**src/isio_pkg.sv**
```systemverilog
package isio_pkg;
  // Instruction word layout
  localparam int ISIO_INSTR_W = 14;
  localparam int ISIO_PTR_W = 16;
  localparam int ISIO_DATA_W = 8;
  localparam int ISIO_OFS_W = 6;
  // Opcodes of the inherent operations
  localparam logic [13:0] ISIO_OP_IDLE = 14'h0000;
  localparam logic [13:0] ISIO_OP_SWRESET = 14'h0001;
  localparam logic [13:0] ISIO_OP_OPTLOAD = 14'h0062;
  // Pointer-update store: 00 0000 0001 1nmm, fixed part in bits 13:3
  localparam logic [10:0] ISIO_STORE_UPD_HI = 11'h003;
  // Indexed store: 11 1111 1nkk kkkk, fixed part in bits 13:7
  localparam logic [6:0] ISIO_STORE_IDX_HI = 7'h7F;
  // Field positions
  localparam int ISIO_UPD_SEL_BIT = 2;
  localparam int ISIO_IDX_SEL_BIT = 6;
  // Update codes
  localparam logic [1:0] ISIO_PRE_INC = 2'h0;
  localparam logic [1:0] ISIO_PRE_DEC = 2'h1;
  localparam logic [1:0] ISIO_POST_INC = 2'h2;
  localparam logic [1:0] ISIO_POST_DEC = 2'h3;
  // Reset values and the unit pointer step
  localparam logic [15:0] ISIO_PTR_RST = 16'h0000;
  localparam logic [7:0] ISIO_OPT_RST = 8'hFF;
  localparam logic [15:0] ISIO_ONE = 16'h0001;

  // Decoded instruction
  typedef struct packed {
    logic is_store;
    logic is_indexed;
    logic sel;
    logic [1:0] upd;
    logic [5:0] ofs;
    logic is_idle;
    logic is_opt;
    logic is_reset;
  } isio_dec_t;

  // Execution states, Gray coded
  typedef enum logic [1:0] {
    ISIO_ST_EXEC = 2'b00,
    ISIO_ST_EXTRA = 2'b01
  } isio_state_t;

  // Data memory write request
  typedef struct packed {
    logic we;
    logic [15:0] addr;
    logic [7:0] data;
    logic prog;
  } isio_mem_t;

  // Whole state of the execution block
  typedef struct packed {
    isio_state_t st;
    logic [1:0][15:0] ptr;
    logic [7:0] opt;
    isio_mem_t mem;
    logic swreset;
    logic ri_clear;
    logic done;
    logic [15:0] pend_ptr;
    logic pend_sel;
  } isio_regs_t;
endpackage

```
**src/isio_decode.sv**
```systemverilog
`timescale 1ns/1ns
// Combinational instruction classifier
module isio_decode
  import isio_pkg::*;
(
  input wire logic [13:0] i_instr,
  output isio_dec_t o_dec
);
  // Match each supported encoding
  always_comb begin
    o_dec = '0;
    // Pointer-update form
    if (i_instr[13:3] == ISIO_STORE_UPD_HI) begin
      o_dec.is_store = 1'b1;
      o_dec.sel = i_instr[ISIO_UPD_SEL_BIT];
      o_dec.upd = i_instr[1:0];
    end
    // Indexed form
    if (i_instr[13:7] == ISIO_STORE_IDX_HI) begin
      o_dec.is_store = 1'b1;
      o_dec.is_indexed = 1'b1;
      o_dec.sel = i_instr[ISIO_IDX_SEL_BIT];
      o_dec.ofs = i_instr[5:0];
    end
    o_dec.is_idle = (i_instr == ISIO_OP_IDLE);
    o_dec.is_opt = (i_instr == ISIO_OP_OPTLOAD);
    o_dec.is_reset = (i_instr == ISIO_OP_SWRESET);
  end
endmodule

```
**src/isio_exec.sv**
```systemverilog
`timescale 1ns/1ns
module isio_exec
  import isio_pkg::*;
#(
  parameter int PTR_W = ISIO_PTR_W,
  parameter int DATA_W = ISIO_DATA_W
) (
  input wire logic i_clk,
  input wire logic i_reset_n,
  input wire logic i_valid, // Instruction word present this cycle
  input wire logic [13:0] i_instr, // Instruction word
  input wire logic [7:0] i_accum, // Accumulator value
  output logic o_ready, // Block can take a new instruction
  output logic o_done, // Instruction finished, pulse
  output logic o_mem_we, // Data write strobe, pulse
  output logic [15:0] o_mem_addr, // Effective write address
  output logic [7:0] o_mem_data, // Write data
  output logic o_mem_prog, // Address lies in program space
  output logic [15:0] o_ptr0, // Pointer 0 value
  output logic [15:0] o_ptr1, // Pointer 1 value
  output logic [7:0] o_option, // Option configuration register
  output logic o_swreset, // Device reset request, pulse
  output logic o_ri_clear, // Clear reset-instruction flag, pulse
  output logic o_status_we // Status flag write enable, always low
);
  // Widths are fixed by the packed state layout; other values are refused here
  // A free width would need a wider state struct in the package as well
  if (PTR_W != ISIO_PTR_W || DATA_W != ISIO_DATA_W) begin : g_bad_width
    $error("isio_exec: unsupported width");
  end

  // Pointer bit that steers an access into program space
  localparam int TOP_BIT = PTR_W - 1;

  // Whole state lives in one packed struct
  isio_regs_t r; // Registered state
  isio_regs_t next_r; // Next state

  // Decoder result and address arithmetic
  isio_dec_t dec; // Decoded instruction
  logic [15:0] cur_ptr; // Pointer selected by the instruction
  logic [15:0] ofs_ext; // Sign-extended offset
  logic [15:0] eff_addr; // Effective address
  logic [15:0] upd_ptr; // Pointer after the store
  logic to_prog; // Effective address lies in program space

  // Opcode classifier; combinational, so decoding costs no cycle
  // It holds no state and therefore needs no reset
  isio_decode u_decode (
    .i_instr(i_instr),
    .o_dec(dec)
  );

  // Address arithmetic, worked out every cycle from the current pointers
  // 16-bit sums wrap by themselves, which gives the modulo range
  always_comb begin
    // Virtual port has no storage: only the pointed location counts
    cur_ptr = r.ptr[dec.sel];
    // Offset field is two's complement
    ofs_ext = {{(PTR_W - ISIO_OFS_W){dec.ofs[ISIO_OFS_W - 1]}}, dec.ofs};
    // Defaults: access at the pointer, pointer kept
    eff_addr = cur_ptr;
    upd_ptr = cur_ptr;
    // Decoder flags the indexed form only for its own encoding
    if (dec.is_indexed) begin
      // Indexed form: offset address, pointer untouched
      eff_addr = 16'(cur_ptr + ofs_ext);
      upd_ptr = cur_ptr;
    end else begin
      // Update form: the two-bit code picks direction and timing
      case (dec.upd)
        ISIO_PRE_INC: begin
          // Step up first, then access the new value
          eff_addr = 16'(cur_ptr + ISIO_ONE);
          upd_ptr = 16'(cur_ptr + ISIO_ONE);
        end
        ISIO_PRE_DEC: begin
          // Step down first, then access the new value
          eff_addr = 16'(cur_ptr - ISIO_ONE);
          upd_ptr = 16'(cur_ptr - ISIO_ONE);
        end
        ISIO_POST_INC: begin
          // Access the old value, then step up
          upd_ptr = 16'(cur_ptr + ISIO_ONE);
        end
        ISIO_POST_DEC: begin
          // Access the old value, then step down
          upd_ptr = 16'(cur_ptr - ISIO_ONE);
        end
        default: begin
          // Unreachable with two bits; pointer kept
          upd_ptr = cur_ptr;
        end
      endcase
    end
  end

  // Top bit of the effective address selects program memory
  // A pre-step that crosses into that half pays the extra cycle as well
  assign to_prog = eff_addr[TOP_BIT];

  // Next-state logic: one copy of the whole state, filled per instruction
  // Branch order is harmless: the supported encodings never overlap
  always_comb begin
    // Hold everything unless an instruction says otherwise
    next_r = r;
    // Pulses last one cycle
    next_r.mem.we = 1'b0;
    next_r.swreset = 1'b0;
    next_r.ri_clear = 1'b0;
    next_r.done = 1'b0;
    // Two states: taking words, or the extra program-space cycle
    case (r.st)
      ISIO_ST_EXEC: begin
        // Words are taken only here; unknown encodings give no completion
        if (i_valid) begin
          if (dec.is_store) begin
            // Write goes to the pointed location, no status touched
            next_r.mem.we = 1'b1;
            // Address and data hold until the next store
            next_r.mem.addr = eff_addr;
            next_r.mem.data = i_accum;
            next_r.mem.prog = to_prog;
            if (to_prog) begin
              // Program space costs a second cycle; pointer updates at its end
              next_r.st = ISIO_ST_EXTRA;
              next_r.pend_ptr = upd_ptr;
              next_r.pend_sel = dec.sel;
            end else begin
              // Data space: pointer steps now and the store is over
              next_r.ptr[dec.sel] = upd_ptr;
              next_r.done = 1'b1;
            end
          end else if (dec.is_opt) begin
            // Accumulator is only read, never written
            // One cycle: the new option value shows after the next edge
            next_r.opt = i_accum;
            next_r.done = 1'b1;
          end else if (dec.is_reset) begin
            // Reset sequencing lies outside; this block only requests it
            next_r.swreset = 1'b1;
            next_r.ri_clear = 1'b1;
            next_r.done = 1'b1;
          end else if (dec.is_idle) begin
            // Completes with nothing changed; the fetch side advances
            next_r.done = 1'b1;
          end
        end
      end

      ISIO_ST_EXTRA: begin
        // Second cycle of a program-space store; new words wait meanwhile
        // Pointer is written back only now, so the stall keeps it consistent
        next_r.ptr[r.pend_sel] = r.pend_ptr;
        next_r.done = 1'b1;
        next_r.st = ISIO_ST_EXEC;
      end

      default: begin
        // Unused code: fall back to taking words
        next_r.st = ISIO_ST_EXEC;
      end
    endcase
  end

  // State register, synchronous reset
  // Reset is sampled like any other input, so one low edge suffices
  always_ff @(posedge i_clk) begin
    if (!i_reset_n) begin
      // Pulses, memory request and pending update all clear
      r <= '0;
      r.st <= ISIO_ST_EXEC;
      // Pointers start at the bottom of the space
      r.ptr[0] <= ISIO_PTR_RST;
      r.ptr[1] <= ISIO_PTR_RST;
      // Option register starts with every bit set
      r.opt <= ISIO_OPT_RST;
    end else begin
      // Take the prepared copy whole
      r <= next_r;
    end
  end

  // Handshake output from the state; busy during the extra cycle
  // Combinational on purpose: only the state register feeds it
  assign o_ready = (r.st == ISIO_ST_EXEC);
  // Completion pulse
  assign o_done = r.done;

  // Memory request, all from flip-flops
  // Strobe pulses for one cycle; address and data hold their last value
  assign o_mem_we = r.mem.we;
  assign o_mem_addr = r.mem.addr;
  assign o_mem_data = r.mem.data;
  assign o_mem_prog = r.mem.prog;

  // Pointer values for the rest of the core
  assign o_ptr0 = r.ptr[0];
  assign o_ptr1 = r.ptr[1];

  // Option register
  assign o_option = r.opt;

  // Reset request and flag clear travel together
  assign o_swreset = r.swreset;
  assign o_ri_clear = r.ri_clear;

  // None of these instructions writes status
  assign o_status_we = 1'b0;
endmodule

```
**config.mk**
```make
export PLATFORM = sky130hd
export DESIGN_NAME = isio_exec
export DESIGN_NICKNAME = d
export VERILOG_FILES = /design/src/isio_pkg.sv /design/src/isio_decode.sv /design/src/isio_exec.sv
export SDC_FILE = /design/constraint.sdc
export NUM_CORES = 1
export LEC_CHECK = 0
export BUFFER_PORTS_ARGS = -buffer_cell sky130_fd_sc_hd__buf_2
export CAP_MARGIN = 30
export CORE_MARGIN = 10
export CORE_UTILIZATION = 50
export CTS_CLUSTER_SIZE = 12
export DETAILED_ROUTE_END_ITERATION = 12
export PLACE_DENSITY_LB_ADDON = 0.3
export SETUP_SLACK_MARGIN = 0.1
export SKIP_CTS_REPAIR_TIMING = 1
export SLEW_MARGIN = 10
export SYNTH_ARGS = -nofsm -noshare
export SYNTH_HDL_FRONTEND = slang
export SYNTH_SLANG_ARGS = --single-unit
```
**constraint.sdc**
```tcl
create_clock -name i_clk -period 4.9 [get_ports i_clk]
set_input_delay 0.98 -clock i_clk [delete_from_list [all_inputs] [get_ports i_clk]]
set_output_delay 0.98 -clock i_clk [all_outputs]
set_load 0.02 [all_outputs]
```
==> run_summary.xml <==
<?xml version="1.0" encoding="UTF-8"?>
<metrics>
  <group name="run_status">
    <metric name="status" unit="">finished, final reports clean</metric>
  </group>
  <group name="sta">
    <metric name="layout_setup_ws" unit="ns">0.363</metric>
    <metric name="post-route-period-util" unit="">0.926</metric>
    <metric name="final_hold_viol_count" unit="">0</metric>
    <metric name="skew" unit="ns">0.0119</metric>
    <metric name="setup_tns" unit="ns">0</metric>
    <metric name="rsz0062_at_grt" unit="">no</metric>
    <metric name="setup_violations" unit="">0</metric>
    <metric name="drv_slew" unit="">0</metric>
    <metric name="max-slew-margin-rel" unit="">0.311</metric>
    <metric name="max_freq" unit="GHz">0.220</metric>
    <metric name="worst_slew_pin_slew" unit="ns">1.03</metric>
    <metric name="post-route-min-period" unit="ns">4.54</metric>
  </group>
  <group name="drt">
    <metric name="drc" unit="">0</metric>
    <metric name="wl" unit="um">23300</metric>
    <metric name="avgViaCountPerCell" unit="">6.28</metric>
    <metric name="avgRoutedWirePerCell" unit="um">21.4</metric>
    <metric name="postRouteAntennaNets" unit="">0</metric>
    <metric name="route.vias.total" unit="">6838</metric>
    <metric name="drt_iter0_markers" unit="">745</metric>
    <metric name="detail_route.first_pass.iterations" unit="">7</metric>
  </group>
  <group name="finish">
    <metric name="drive_above_1_share" unit="">0.246</metric>
    <metric name="stdcell_area" unit="mm2">0.00755</metric>
    <metric name="layout.nets" unit="">950</metric>
    <metric name="post-route-util" unit="">0.570</metric>
    <metric name="antenna-diode-count" unit="">0</metric>
    <metric name="fillCellCount" unit="">1287</metric>
    <metric name="areaGrowthSynthToFinish" unit="%">11.8</metric>
  </group>
  <group name="critical_path">
    <metric name="crit-reg2reg-launch" unit="">o_ptr1[12]$_SDFFE_PN0P_</metric>
    <metric name="criticalPathCategory" unit="">in2reg</metric>
    <metric name="critical_path.max_fanout" unit="">7</metric>
    <metric name="worst_path_most_repeated_cell" unit="">sky130_fd_sc_hd__a21oi_1</metric>
    <metric name="worst_ep_required_time" unit="ns">5.15</metric>
    <metric name="cpLargestDelayFamily" unit="">compound AO/OA/AOI/OAI gates</metric>
    <metric name="worst_r2r_endpoint" unit="">o_ptr1[7]$_SDFFE_PN0P_</metric>
    <metric name="crit_buf_inv" unit="">2</metric>
    <metric name="worst_path_largest_cell_delay" unit="ns">0.40</metric>
    <metric name="critical_path_cell_with_the_highest_stage_delay" unit="">sky130_fd_sc_hd__or4_1</metric>
    <metric name="crit_arrival" unit="ns">4.79</metric>
    <metric name="r2r_slack" unit="ns">1.43</metric>
    <metric name="crit_path_cells" unit="">buf_2 -&gt; and4bb_1 -&gt; and4_4 -&gt; nor2_4 -&gt; mux2i_1 -&gt; inv_1 -&gt; ha_1 -&gt; a21oi_1 -&gt; a21oi_1 -&gt; or4_1 -&gt; a221o_1 -&gt; o311a_1 -&gt; o211a_4 -&gt; nand2_4 -&gt; mux2_1 -&gt; a2111oi_2</metric>
    <metric name="r2r.worst_path.cells" unit="">13</metric>
    <metric name="worst_setup_path_end_kind" unit="">register</metric>
    <metric name="cp-start-kind" unit="">input port</metric>
  </group>
  <group name="floorplanning">
    <metric name="dieHeight" unit="um">136</metric>
    <metric name="core-area" unit="mm2">0.0132</metric>
    <metric name="die-area" unit="mm2">0.0186</metric>
    <metric name="io-pin-count" unit="">96</metric>
    <metric name="floorplan.initialDensity" unit="">0.510</metric>
    <metric name="dieWidth" unit="um">136</metric>
    <metric name="fp_rows" unit="">42</metric>
  </group>
  <group name="cts">
    <metric name="cts_sinks" unit="">85</metric>
    <metric name="clock_latency" unit="ns">0.36</metric>
    <metric name="clkSlewWorstSetupHoldPaths" unit="ns">0.07</metric>
    <metric name="tritoncts" unit="">done</metric>
    <metric name="clockRootBuffer" unit="">sky130_fd_sc_hd__clkbuf_16</metric>
    <metric name="cts_buffers" unit="">9</metric>
    <metric name="clk_path_buf_depth" unit="">2</metric>
    <metric name="h-tree-depth" unit="">3</metric>
  </group>
  <group name="logic_synthesis">
    <metric name="syn_avg_cell_area" unit="um2">7.90</metric>
    <metric name="syn-instance-count" unit="">855</metric>
    <metric name="synth_cell_type_count" unit="">86</metric>
    <metric name="synth.ff_latch_count" unit="">85</metric>
    <metric name="synth.net_count" unit="">897</metric>
    <metric name="synth_enable_flop_cells" unit="">0</metric>
    <metric name="ys.flop_type" unit="">sky130_fd_sc_hd__dfxtp_1</metric>
    <metric name="synth.cell_area" unit="mm2">0.00676</metric>
    <metric name="yosysSeqAreaShare" unit="">0.252</metric>
    <metric name="synth-warning-count" unit="">0</metric>
    <metric name="async_reset_ff_frac" unit="">0</metric>
  </group>
  <group name="pwr">
    <metric name="peakVddDrop" unit="mV">0.193</metric>
    <metric name="cellLeakagePower" unit="uW">0.00340</metric>
    <metric name="pwr_density_cell" unit="mW/mm2">190</metric>
  </group>
  <group name="global_routing">
    <metric name="vias_in_the_first_global_route" unit="">6480</metric>
    <metric name="antenna_found_initial" unit="">0</metric>
    <metric name="global_route_wire_length_before_repair" unit="um">36300</metric>
    <metric name="grt_util_all_layers" unit="">0.246</metric>
    <metric name="global_route.overflow_total" unit="">0</metric>
    <metric name="largest_net_degree_at_the_start_of_global_routing" unit="">45</metric>
  </group>
  <group name="placed_design">
    <metric name="globalplace.congestion" unit="">0.997</metric>
    <metric name="place_ws" unit="ns">0.0400</metric>
    <metric name="place.detailed.hpwl" unit="um">17300</metric>
    <metric name="numPortBuffers" unit="">94</metric>
    <metric name="dpl-instance-area" unit="mm2">0.00727</metric>
  </group>
  <group name="flow_run">
    <metric name="number_of_max_cap_violations" unit="">0</metric>
  </group>
  <group name="hold_path">
    <metric name="min_path_type" unit="">reg2reg</metric>
    <metric name="worstHoldEndpoint" unit="">o_mem_data[0]$_SDFFE_PN0P_</metric>
    <metric name="min_delay_path_depth" unit="">2</metric>
    <metric name="hold_path.startpoint" unit="">o_mem_data[0]$_SDFFE_PN0P_</metric>
  </group>
</metrics>
-- sequential cells by signal, indices dropped and copies added (netlist names) --
register / cells
o_mem_we: 1
o_mem_addr: 16
o_mem_data: 8
o_ptr1: 16
o_ptr0: 16
o_done: 1
o_swreset: 1
o_option: 8
r: 18
-- routing by layer --
layer	GRT usage	routed length (um)	vias up
li1	-	-	3200
met4	0.0947	640	0
met2	0.391	10700	355
met5	0	0	-
met1	0.311	9810	3232
met3	0.0668	2150	51
-- stage by stage --
step / hold WS, ns / power (uW) / instances
finish: 0.450 / 1430 / 1089
global placement: 0.439 / 776 / 1072
detailed placement: 0.445 / 779 / 1073
global route: 0.475 / 1470 / 1089
CTS: 0.453 / 1440 / 1089
floorplan: 0.437 / 744 / 855
-- cell families (layout without fill, tap and decap cells) --
kind of cell	Yosys count	in the layout	synth area share
multiplexers	52	52	0.0791
buffers and inverters	137	195	0.119
other	1	1	0.000555
XOR/XNOR	28	28	0.0363
AO/OA/AOI/OAI	228	228	0.250
AND/OR/NAND/NOR	306	306	0.229
adder cells (fa/ha/maj)	18	18	0.0341
flip-flops	85	85	0.252
-- cell type report --
cell class / instances / area (um2) / share of cell area
Multi-Input combinational cell: 633 / 4290 / 0.568
Timing Repair Buffer: 157 / 976 / 0.129
Clock inverter: 5 / 42.5 / 0.00563
Tap cell: 176 / 220 / 0.0292
Sequential cell: 85 / 1700 / 0.225
Inverter: 22 / 82.6 / 0.0109
Clock buffer: 11 / 243 / 0.0321
-- worst min-delay path, stage by stage (launching register included) --
cell	delay (ns)
sky130_fd_sc_hd__dfxtp_1	0.30
sky130_fd_sc_hd__nand2_1	0.05
sky130_fd_sc_hd__a21oi_1	0.05
-- cells in the final DEF (no fill, tap or decap), types with 9 or more instances in the layout --
cell                         n
sky130_fd_sc_hd__and2_1     11
sky130_fd_sc_hd__ha_1       16
sky130_fd_sc_hd__nand4_1    12
sky130_fd_sc_hd__a22oi_1    10
sky130_fd_sc_hd__and3_1     15
sky130_fd_sc_hd__nor4_1     13
sky130_fd_sc_hd__o21a_1     10
sky130_fd_sc_hd__xnor2_1    24
sky130_fd_sc_hd__dfxtp_1    85
sky130_fd_sc_hd__a211oi_2    9
sky130_fd_sc_hd__mux2i_1    40
sky130_fd_sc_hd__buf_2      94
sky130_fd_sc_hd__nand2_1    96
sky130_fd_sc_hd__inv_1      22
sky130_fd_sc_hd__nand3_1    30
sky130_fd_sc_hd__a21o_1     12
sky130_fd_sc_hd__buf_4      61
sky130_fd_sc_hd__o21ai_0    47
sky130_fd_sc_hd__nor2_1     60
sky130_fd_sc_hd__clkbuf_16   9
sky130_fd_sc_hd__a21oi_1    47
sky130_fd_sc_hd__o221a_2    13
sky130_fd_sc_hd__nor3_1     27
-- where the power goes --
group	switching, uW	internal, uW
Clock	305	363
Combinational	46.9	25.2
Sequential	1.02	691
-- cell usage after synthesis, types with 4 or more instances --
cell / count / share of area
sky130_fd_sc_hd__nand2_1: 97 / 0.054
sky130_fd_sc_hd__dfxtp_1: 85 / 0.25
sky130_fd_sc_hd__buf_4: 68 / 0.076
sky130_fd_sc_hd__nor2_1: 60 / 0.033
sky130_fd_sc_hd__a21oi_1: 48 / 0.036
sky130_fd_sc_hd__o21ai_0: 47 / 0.035
sky130_fd_sc_hd__mux2i_1: 44 / 0.065
sky130_fd_sc_hd__clkbuf_1: 33 / 0.018
sky130_fd_sc_hd__nand3_1: 30 / 0.022
sky130_fd_sc_hd__nor3_1: 27 / 0.020
sky130_fd_sc_hd__xnor2_1: 24 / 0.031
sky130_fd_sc_hd__inv_1: 22 / 0.012
sky130_fd_sc_hd__ha_1: 16 / 0.030
sky130_fd_sc_hd__and3_1: 15 / 0.014
sky130_fd_sc_hd__nor4_1: 13 / 0.012
sky130_fd_sc_hd__o221a_2: 13 / 0.022
sky130_fd_sc_hd__a21o_1: 12 / 0.013
sky130_fd_sc_hd__nand4_1: 12 / 0.011
sky130_fd_sc_hd__and2_1: 11 / 0.010
sky130_fd_sc_hd__a22oi_1: 10 / 0.011
sky130_fd_sc_hd__o21a_1: 10 / 0.011
sky130_fd_sc_hd__a211oi_2: 9 / 0.017
sky130_fd_sc_hd__and4_1: 8 / 0.010
sky130_fd_sc_hd__a221oi_1: 7 / 0.0091
sky130_fd_sc_hd__a211oi_1: 6 / 0.0067
sky130_fd_sc_hd__a31oi_1: 6 / 0.0056
sky130_fd_sc_hd__buf_2: 6 / 0.0044
sky130_fd_sc_hd__mux2_2: 6 / 0.010
sky130_fd_sc_hd__nor3b_1: 5 / 0.0056
sky130_fd_sc_hd__o22ai_1: 5 / 0.0046
sky130_fd_sc_hd__o31ai_1: 5 / 0.0056
sky130_fd_sc_hd__or4_1: 5 / 0.0056
sky130_fd_sc_hd__buf_1: 4 / 0.0022
sky130_fd_sc_hd__buf_6: 4 / 0.0067
sky130_fd_sc_hd__o221ai_1: 4 / 0.0052
sky130_fd_sc_hd__o2bb2ai_1: 4 / 0.0052
sky130_fd_sc_hd__xor2_1: 4 / 0.0052
-- worst max path at each step --
stage	cells past startpoint	start	to	slack, ns
3_5_place_dp	16	i_instr[3]	o_ptr1[7]$_SDFFE_PN0P_	0.04
3_3_place_gp	16	i_instr[3]	o_ptr1[7]$_SDFFE_PN0P_	0.09
2_1_floorplan	17	i_instr[9]	o_ptr1[7]$_SDFFE_PN0P_	0.10
4_1_cts	16	i_instr[4]	o_ptr1[7]$_SDFFE_PN0P_	0.39
5_1_grt	17	i_instr[9]	o_ptr1[13]$_SDFFE_PN0P_	0.17
6_report	16	i_instr[3]	o_ptr1[7]$_SDFFE_PN0P_	0.36
Power figures use the tool's default switching activity.
